<file path="src/hdl/usm_cfg.svh">
// How it works
// - The regulator control output follows the low-voltage signalling enable bit directly.
// - Setting the enable bit from 0 to 1 starts moving card signalling from 3.3V to 1.8V.
// - A switch toward 1.8V is treated as complete once 5ms have passed since it began.
// - If the switch to 1.8V fails, the block clears the enable bit by itself.
// - Clearing the enable bit starts the return to 3.3V, complete after 5ms.
// - The bus speed mode field takes effect only while the enable bit is 1.
// - Mode codes: 001b SDR25, 010b SDR50, 011b SDR104, 100b DDR50, 101b to 111b reserved.
// - With presets enabled in SDR25, SDR50, SDR104 or DDR50, divider, clock source and drive type load from that mode's preset.
// - SDR50, SDR104 and DDR50 use the altered read-wait timing.
`ifndef USM_CFG_SVH
`define USM_CFG_SVH

// ==========================================
// Register map (byte addresses)
`define USM_ADDR_CTRL 12'h000
`define USM_ADDR_STAT 12'h004
`define USM_ADDR_PRE0 12'h008
`define USM_ADDR_STEP 12'h004
`define USM_ADDR_LAST 12'h01c

// ==========================================
// Control register fields
`define USM_MODE_LSB 0
`define USM_MODE_MSB 2
`define USM_LVSE_BIT 3
`define USM_DRV_LSB 4
`define USM_DRV_MSB 5
`define USM_PRESET_BIT 15
`define USM_CTRL_RESET 16'h0000

// ==========================================
// Preset register fields
`define USM_PRE_DIV_LSB 0
`define USM_PRE_DIV_MSB 9
`define USM_PRE_SRC_BIT 10
`define USM_PRE_DRV_LSB 14
`define USM_PRE_DRV_MSB 15
`define USM_PRESET_RESET 16'h0000

// ==========================================
// Timing
`define USM_CLK_HZ 20000000
`define USM_SETTLE_US 5000
`define USM_SETTLE_CYC ((`USM_CLK_HZ / 1000000) * `USM_SETTLE_US)

`endif

</file>
<file path="src/hdl/usm_pkg.sv">
package usm_pkg;

    // Decoded bus timing modes
    typedef enum logic [2:0]
    {
        USM_DEFAULT = 3'h0,
        USM_SDR25 = 3'h1,
        USM_SDR50 = 3'h2,
        USM_SDR104 = 3'h3,
        USM_DDR50 = 3'h4
    } usm_mode_t;

    // Regulator sequencing states
    typedef enum logic [1:0]
    {
        USM_ST_HIGH,
        USM_ST_TO_LOW,
        USM_ST_LOW,
        USM_ST_TO_HIGH
    } usm_state_t;

    // Clock and drive settings handed to the clock generator
    typedef struct packed
    {
        logic [9:0] divider;
        logic clock_source;
        logic [1:0] drive_type;
    } usm_clk_cfg_t;

endpackage

</file>
<file path="src/hdl/usm_ctrl.sv">
// Decided for this implementation: register access over AHB-Lite and the address map.
`timescale 1ns/100ps
`default_nettype none
`include "usm_cfg.svh"

module usm_ctrl
    import usm_pkg::*;
(
    // Clock and reset
    input wire logic clk,
    input wire logic resetn,
    // AHB-Lite slave
    input wire logic hsel,
    input wire logic [11:0] haddr,
    input wire logic [1:0] htrans,
    input wire logic hwrite,
    input wire logic [2:0] hsize,
    input wire logic [31:0] hwdata,
    input wire logic hready,
    output logic [31:0] hrdata,
    output logic hreadyout,
    output logic hresp,
    // Regulator and card status pins
    input wire logic switch_fail,
    output logic regulator_low_voltage,
    output logic signalling_settled,
    // Timing outputs
    output usm_mode_t bus_mode,
    output logic altered_read_wait,
    output usm_clk_cfg_t preset_cfg,
    output logic preset_active
);

    // ==========================================
    // Bus address phase capture
    logic wr_pend;
    logic [11:0] addr_q;
    logic next_wr_pend;
    logic [11:0] next_addr_q;

    // ==========================================
    // Control state
    logic [15:0] ctrl;
    logic [15:0] next_ctrl;
    logic [15:0] preset [0:3];
    logic [15:0] next_preset [0:3];
    usm_state_t state;
    usm_state_t next_state;
    logic [16:0] settle_cnt;
    logic [16:0] next_settle_cnt;
    logic fail_s1;
    logic fail_s2;
    logic lvse_q;
    logic [31:0] next_hrdata;

    localparam logic [16:0] SETTLE_CYC = 17'(`USM_SETTLE_CYC);

    logic lvse;
    logic [2:0] mode_code;
    logic [1:0] preset_idx;
    logic preset_hit;
    logic [15:0] sel_preset;

    assign lvse = ctrl[`USM_LVSE_BIT];
    assign mode_code = ctrl[`USM_MODE_MSB:`USM_MODE_LSB];

    // Always zero wait states, always OKAY
    assign hreadyout = 1'b1;
    assign hresp = 1'b0;

    // Mode decode, honoured only at low voltage; reserved codes fall back
    always_comb
    begin
        bus_mode = USM_DEFAULT;
        if (lvse)
        begin
            case (mode_code)
                3'h1: bus_mode = USM_SDR25;
                3'h2: bus_mode = USM_SDR50;
                3'h3: bus_mode = USM_SDR104;
                3'h4: bus_mode = USM_DDR50;
                default: bus_mode = USM_DEFAULT;
            endcase
        end
    end

    // Fast modes change read-wait timing
    assign altered_read_wait = (bus_mode == USM_SDR50) || (bus_mode == USM_SDR104)
        || (bus_mode == USM_DDR50);

    // Preset slot per mode: SDR25, SDR50, SDR104, DDR50
    always_comb
    begin
        preset_idx = 2'h0;
        preset_hit = 1'b1;
        case (bus_mode)
            USM_SDR25: preset_idx = 2'h0;
            USM_SDR50: preset_idx = 2'h1;
            USM_SDR104: preset_idx = 2'h2;
            USM_DDR50: preset_idx = 2'h3;
            default: preset_hit = 1'b0;
        endcase
    end

    assign sel_preset = preset[preset_idx];
    assign preset_active = ctrl[`USM_PRESET_BIT] && preset_hit;

    // Loaded clock settings; manual drive field when presets are off
    always_comb
    begin
        preset_cfg.divider = 10'h000;
        preset_cfg.clock_source = 1'b0;
        preset_cfg.drive_type = ctrl[`USM_DRV_MSB:`USM_DRV_LSB];
        if (preset_active)
        begin
            preset_cfg.divider = sel_preset[`USM_PRE_DIV_MSB:`USM_PRE_DIV_LSB];
            preset_cfg.clock_source = sel_preset[`USM_PRE_SRC_BIT];
            preset_cfg.drive_type = sel_preset[`USM_PRE_DRV_MSB:`USM_PRE_DRV_LSB];
        end
    end

    // Regulator follows the enable bit with no added delay
    assign regulator_low_voltage = lvse;
    assign signalling_settled = (state == USM_ST_HIGH) || (state == USM_ST_LOW);

    // Bus next-state: latch address phase, decode writes and reads
    always_comb
    begin
        next_wr_pend = 1'b0;
        next_addr_q = addr_q;
        next_ctrl = ctrl;
        next_hrdata = hrdata;
        for (int i = 0; i < 4; i++)
        begin
            next_preset[i] = preset[i];
        end
        if (hsel && hready && htrans[1])
        begin
            next_wr_pend = hwrite;
            next_addr_q = haddr;
        end
        if (wr_pend)
        begin
            if (addr_q == `USM_ADDR_CTRL)
            begin
                next_ctrl = hwdata[15:0];
            end
            else if (addr_q >= `USM_ADDR_PRE0 && addr_q <= `USM_ADDR_LAST)
            begin
                next_preset[addr_q[3:2]] = hwdata[15:0];
            end
        end
        // Failure clear wins over a write in the same cycle
        if (fail_s2 && state == USM_ST_TO_LOW)
        begin
            next_ctrl[`USM_LVSE_BIT] = 1'b0;
        end
        // Read data registered for the data phase; unmapped reads zero
        if (hsel && hready && htrans[1] && !hwrite)
        begin
            next_hrdata = 32'h0000_0000;
            if (haddr == `USM_ADDR_CTRL)
            begin
                next_hrdata = {16'h0000, next_ctrl};
            end
            else if (haddr == `USM_ADDR_STAT)
            begin
                next_hrdata = {27'h0000000, bus_mode, state};
            end
            else if (haddr >= `USM_ADDR_PRE0 && haddr <= `USM_ADDR_LAST)
            begin
                next_hrdata = {16'h0000, next_preset[haddr[3:2]]};
            end
        end
    end

    // Voltage switch sequencer with settle timer
    always_comb
    begin
        next_state = state;
        next_settle_cnt = settle_cnt;
        if (lvse && !lvse_q)
        begin
            next_state = USM_ST_TO_LOW;
            next_settle_cnt = SETTLE_CYC;
        end
        else if (!lvse && lvse_q)
        begin
            next_state = USM_ST_TO_HIGH;
            next_settle_cnt = SETTLE_CYC;
        end
        else
        begin
            case (state)
                USM_ST_TO_LOW, USM_ST_TO_HIGH:
                begin
                    if (settle_cnt <= 17'h00001)
                    begin
                        next_settle_cnt = 17'h00000;
                        next_state = (state == USM_ST_TO_LOW) ? USM_ST_LOW : USM_ST_HIGH;
                    end
                    else
                    begin
                        next_settle_cnt = settle_cnt - 17'h00001;
                    end
                end
                default: next_settle_cnt = 17'h00000;
            endcase
        end
    end

    // Register stage; reset leaves 3.3V default mode
    always_ff @(posedge clk)
    begin
        if (!resetn)
        begin
            wr_pend <= 1'b0;
            addr_q <= 12'h000;
            ctrl <= `USM_CTRL_RESET;
            for (int i = 0; i < 4; i++)
            begin
                preset[i] <= `USM_PRESET_RESET;
            end
            state <= USM_ST_HIGH;
            settle_cnt <= 17'h00000;
            fail_s1 <= 1'b0;
            fail_s2 <= 1'b0;
            lvse_q <= 1'b0;
            hrdata <= 32'h0000_0000;
        end
        else
        begin
            wr_pend <= next_wr_pend;
            addr_q <= next_addr_q;
            ctrl <= next_ctrl;
            for (int i = 0; i < 4; i++)
            begin
                preset[i] <= next_preset[i];
            end
            state <= next_state;
            settle_cnt <= next_settle_cnt;
            fail_s1 <= switch_fail; // Synchroniser, pin is asynchronous
            fail_s2 <= fail_s1;
            lvse_q <= lvse;
            hrdata <= next_hrdata;
        end
    end

endmodule

`default_nettype wire

</file>
<file path="config.mk">
export PLATFORM = sky130hd
export DESIGN_NAME = usm_ctrl
export DESIGN_NICKNAME = d
export VERILOG_FILES = /design/src/hdl/usm_pkg.sv /design/src/hdl/usm_ctrl.sv
export VERILOG_INCLUDE_DIRS = /design/src /design/src/hdl
export SDC_FILE = /design/constraint.sdc
export NUM_CORES = 1
export LEC_CHECK = 0
export BUFFER_PORTS_ARGS = -buffer_cell sky130_fd_sc_hd__clkbuf_2
export CAP_MARGIN = 0
export CORE_MARGIN = 1.5
export CORE_UTILIZATION = 50
export DETAILED_ROUTE_END_ITERATION = 8
export MAX_ROUTING_LAYER = met4
export PLACE_DENSITY_LB_ADDON = 0.25
export RECOVER_POWER = 25
export SLEW_MARGIN = 20
export SYNTH_ARGS = -nofsm -noshare
export SYNTH_HDL_FRONTEND = slang
export SYNTH_SLANG_ARGS = --single-unit
</file>
<file path="constraint.sdc">
create_clock -name clk -period 4.8 [get_ports clk]
set_input_delay 0.96 -clock clk [delete_from_list [all_inputs] [get_ports clk]]
set_output_delay 0.96 -clock clk [all_outputs]
set_load 0.05 [all_outputs]
</file>
[Word-level counts from Yosys, hierarchy flattened]
Memory sizes are Yosys's and may differ from the RTL's.
Cells that the tools add are included.
Storage, ports and cells
  flip-flop bits (word level): 83
  RAM bits: 64
  input port bits: 55
  output and inout bits: 54
  logic and storage cells: 106
  memories kept: 1
Memories
  preset: words 4, width 16, read ports 5, clocked after memory_dff 0, write ports 4, RTL line usm_ctrl.sv:45  | logic [15:0] preset [0:3];
Operators by class
  add/subtract/negate cells: 1
  order comparisons: 8
  eq/ne operators: 12
  muxes and demuxes: 35
  bitwise logic cells: 8
  reduce and logical (&&, ||, !) cells: 30
Operator list (number)
  $mux W16: 12
  $mux W64: 3
  $mux W17: 4
  $bwmux W64: 1
  $bmux W16 S2: 1
  $demux W16 S2: 1
  $ge A12 B4 Y1 const B: 2
  $le A12 B5 Y1 const B: 2
  $logic_not A12 Y1: 2
  $le A17 B1 Y1 const B: 1
  $sub A17 B1 Y17 const B: 1
  $mux W13: 1
  $eq A12 B3 Y1 const B: 1
  $eq A3 B2 Y1 const B: 4
  $pmux W3 S4: 1
  $logic_and A1 B1 Y1: 10
  $mux W2: 4
  $eq A3 B1 Y1 const B: 2
  $eq A3 B3 Y1 const B: 2
  $ge A3 B3 Y1 const B: 2
  $not A2 Y3: 2
  $pmux W2 S3: 1
  $reduce_and A2 Y1: 3
  $reduce_bool A3 Y1: 2
  14 further kinds: 29

[Depth between registers and ports, before layout]
  word-level depth: 15
  mapped depth: 8
  depth with buffers taken out: 7

[Worst setup path before layout]
No wires, ideal clock.
  kind: reg2out
  start point: register ctrl[3]
  end point: output preset_cfg[10] (netlist bit)
  data arrival time: 4.245 ns
  required time: 3.840 ns
  path slack: -0.405 ns
  cell stages (with the launch flop): 6
  buffers on the path: 2
  path through: dfxtp_1 nor4bb_1 nor2b_1 clkbuf_1 clkbuf_1 a211oi_1
RTL lines
  start, declared: RTL line usm_ctrl.sv:43  | logic [15:0] ctrl;
  start signal, assigned: RTL line usm_ctrl.sv:219  | ctrl <= `USM_CTRL_RESET;
  start signal, assigned: RTL line usm_ctrl.sv:235  | ctrl <= next_ctrl;
  end, declared: RTL line usm_ctrl.sv:30  | output usm_clk_cfg_t preset_cfg,

==> impl_results.md <==
- Core region area: 12600 um^2
- Count of boundary I/O pins: 109
- Wire per inst: 18.2 um
- Gr usage total: 0.279
- Number of iterations in the first detailed-routing pass: 5
- Violated checks: capacitance limit, slew limit
- Power per Cell Area: 333 nW/um^2
- Number of levels the H-tree was split into: 4
- Count of final setup violators: 0
- Layout overhead on the synthesized area: 16.9%
- Crit. Startpoint: ctrl[2]
- Worst EP arrival: 3.14 ns
- Clock-pin slew of the registers on the worst-case setup and hold paths: 0.06 ns
- Number of cells on the worst hold path: 1
- Clock tree from TritonCTS: done
- Clock sink count: 131
- Sum of negative setup slack: 0 ns
- Data required time of the worst path: 3.84 ns
- Port bufs: 70
- Number of antenna violations at the first check in global routing: 0
- R2R Setup Slk: 1.32 ns
- Worst path top cell family by delay: compound AO/OA/AOI/OAI gates
- Die H: 117 um
- Leak pwr: 3.01 nW
- Setup repair bufs after CTS: 0
- Number of antenna cells inserted: 0
- Worst slew margin: -0.0319
- Stage delay of the slowest cell on the critical path: 0.55 ns
- CTS Hold Buffers Added: 0
- Count of yosys warnings during synthesis: 0
- Seq/Total Area, Yosys: 0.405
- Number of remaining DRC errors: 0
- Share of layout cells above drive strength 1: 0.139
- Post-cts resize count: 0
- Dominant synthesized flop cell: sky130_fd_sc_hd__dfxtp_1
- Width of the chip: 117 um
- Ratio of routed vias to standard cells: 5.94
- Total number of vias: 5817
- Flop and latch count out of synthesis: 131
- Max Fanout on Critical Path: 12
- Area of the mapped netlist: 6480 um^2
- HPWL after detailed placement: 11500 um
- Most frequent cells in the layout: sky130_fd_sc_hd__dfxtp_1 (131), sky130_fd_sc_hd__nor2_1 (101), sky130_fd_sc_hd__mux2i_1 (73)
- Number of endpoints with negative hold slack in the final report: 0
- Most common cell after layout, fill and taps aside: sky130_fd_sc_hd__dfxtp_1
- Gate Count Post-Synth: 747
- Max stage delay cell, worst path: sky130_fd_sc_hd__a211oi_1
- Slew Limit Fails: 28
- Post-route clock period utilization: 0.855
- Average cell area after synthesis: 8.67 um^2
- Setup repair after global routing missed its margin: false
- 1st-iter DRT viols: 472
- Cell area reported after detailed placement: 7030 um^2
- Area of all placed cells without fillers: 7570 um^2
- Clock buffers created by TritonCTS: 17
- Routability Congestion: 0.845
- Clock Latency Late Sink: 0.42 ns
- CP startpoint kind: flop
- Capturing element type of the critical path: output pin
- Yosys top cell by area: sky130_fd_sc_hd__dfxtp_1
- Launch instance of the worst min-delay path: fail_s1
- Residual overflow from global routing: 0
- Maximum number of pins on one net before global-route repair: 64
- Buffer depth of the longest clock path: 2
- Top cells by area, synth: sky130_fd_sc_hd__dfxtp_1 (40%), sky130_fd_sc_hd__mux2i_1 (11%), sky130_fd_sc_hd__nor2_1 (5.9%), sky130_fd_sc_hd__nand2_1 (4.1%), sky130_fd_sc_hd__a221oi_1 (3.1%)
- Wire length of the first global-routing pass: 28200 um
- Async S/R FF share, synth: 0
- Antenna violation net count after detailed routing: 0
- Initial Util: 0.513
- Post-layout net count: 854
- Worst flop-to-flop path endpoint: hrdata[0]
- Pin slew with the least headroom to its limit: 1.55 ns
- Root buf cell: sky130_fd_sc_hd__clkbuf_16
- Endpoint, Worst Hold: fail_s2
- Path class of the lowest-slack min-delay path: flop to flop
- Cell chain of the critical path: or3b_2 -> a21oi_1 -> buf_4 -> nor2b_1 -> buf_4 -> mux2i_1 -> a211oi_1 -> buf_12
- Total die area: 13600 um^2
- Number of standard-cell rows in the floorplan: 41
- Vias in the first global route: 5628
- Maximum vdd drop: 0.000204 V
- Share of the synthesized area in the top cell type: 0.405
- Maximum clock frequency: 0.244 GHz
- Total of max-cap violations: 1
- Worst clock skew on the final layout: 0.00594 ns
- Routed wire length: 17800 um
- Number of synthesized flops with an enable pin: 0
- Yosys cell types: 66
- Run status: finished, violations left
- R2R depth: 6
- Crit path top cell by count: sky130_fd_sc_hd__buf_4
- Worst Path Buf+Inv: 3
- Critical Setup Path Class: flop to output pin
- Final min period: 4.10 ns
- Worst flop-to-flop path startpoint: addr_q[8]
[sequential cells by signal (all words and copies together), names as in the netlist]
name        count
fail_s1         1
lvse_q          1
fail_s2         1
state           2
addr_q         12
preset         64
settle_cnt     17
hrdata         16
wr_pend         1
ctrl           16
[kinds of logic (layout without fill, tap and decap cells)]
| group | after synthesis | in the layout | synth area share |
|---|---|---|---|
| simple gates | 279 | 279 | 0.209 |
| compound gates | 152 | 152 | 0.172 |
| mux | 77 | 77 | 0.120 |
| flops | 131 | 131 | 0.405 |
| fa+ha+maj | 4 | 4 | 0.00773 |
| xor+xnor | 14 | 14 | 0.0189 |
| buf+inv | 88 | 133 | 0.0665 |
| other cells | 2 | 18 | 0.00116 |
[metal layers]
layer  GRT usage  vias up  wire length (um)
li1            -     2761                 -
met1       0.343     2752              7490
met2       0.434      250              8460
met3      0.0566       54              1270
met4       0.148        0               575
met5           -        -                 0
[layout make-up]
cell class	count	area (um^2)
Inverter	16	60.1
Tap cell	172	215
Multi-Input combinational cell	544	3500
Sequential cell	131	2620
Timing Repair Buffer	85	597
Clock inverter	13	135
Clock buffer	19	443
Fill cell	1135	5050
[worst max path at each step]
stage                           endpoint  cells past startpoint
after floorplan           preset_cfg[10]                      5
after global placement     preset_cfg[5]                      8
after detailed placement   preset_cfg[3]                      8
after CTS                  preset_cfg[5]                      8
after global routing       preset_cfg[5]                      8
final                      preset_cfg[5]                      8
[stage by stage]
step	total power [mW]	std cells	utilization	worst slack [ns]	hold slack, ns
finish	2.52	980	0.600	0.695	0.435
global route	2.60	980	0.600	0.521	0.448
CTS	2.54	980	0.603	0.758	0.436
detailed placement	1.28	948	0.557	1.25	0.423
global placement	1.27	948	0.557	1.22	0.418
floorplan	1.24	763	-	0.222	0.412
[where the power goes]
| part | internal, mW | total, mW | switching, mW |
|---|---|---|---|
| sequential | 1.10 | 1.10 | 0.00615 |
| clock | 0.775 | 1.27 | 0.491 |
| combinational | 0.0345 | 0.154 | 0.120 |
[worst reg2reg max path: stages, from the launching register on]
cell and delay [ns]:
sky130_fd_sc_hd__dfxtp_1 0.32, sky130_fd_sc_hd__or4b_1 0.80, sky130_fd_sc_hd__nor3_2 0.25, sky130_fd_sc_hd__clkbuf_1 1.14
sky130_fd_sc_hd__mux2i_1 0.32, sky130_fd_sc_hd__a221oi_1 0.42, sky130_fd_sc_hd__o211a_1 0.18
[Yosys cell counts (3+ instances only)]
cell and count:
sky130_fd_sc_hd__a2111oi_0 4, sky130_fd_sc_hd__a211oi_1 15, sky130_fd_sc_hd__a21o_1 4, sky130_fd_sc_hd__a21oi_1 39
sky130_fd_sc_hd__a221o_1 10, sky130_fd_sc_hd__a221oi_1 23, sky130_fd_sc_hd__and2_1 8, sky130_fd_sc_hd__and3_1 7
sky130_fd_sc_hd__buf_1 3, sky130_fd_sc_hd__buf_2 8, sky130_fd_sc_hd__buf_4 18, sky130_fd_sc_hd__buf_6 3
sky130_fd_sc_hd__clkbuf_1 40, sky130_fd_sc_hd__dfxtp_1 131, sky130_fd_sc_hd__ha_1 4, sky130_fd_sc_hd__inv_1 15
sky130_fd_sc_hd__mux2_2 4, sky130_fd_sc_hd__mux2i_1 73, sky130_fd_sc_hd__nand2_1 70, sky130_fd_sc_hd__nand2b_1 3
sky130_fd_sc_hd__nand3_1 26, sky130_fd_sc_hd__nand3b_1 3, sky130_fd_sc_hd__nand4_1 6, sky130_fd_sc_hd__nor2_1 101
sky130_fd_sc_hd__nor2b_1 14, sky130_fd_sc_hd__nor3_1 5, sky130_fd_sc_hd__nor4_1 10, sky130_fd_sc_hd__o2111ai_1 12
sky130_fd_sc_hd__o211ai_1 3, sky130_fd_sc_hd__o21a_1 8, sky130_fd_sc_hd__o21ai_0 12, sky130_fd_sc_hd__or3_1 3
sky130_fd_sc_hd__or4_1 4, sky130_fd_sc_hd__xnor2_1 10, sky130_fd_sc_hd__xor2_1 4
No activity file was read; power rests on OpenSTA's default activity.
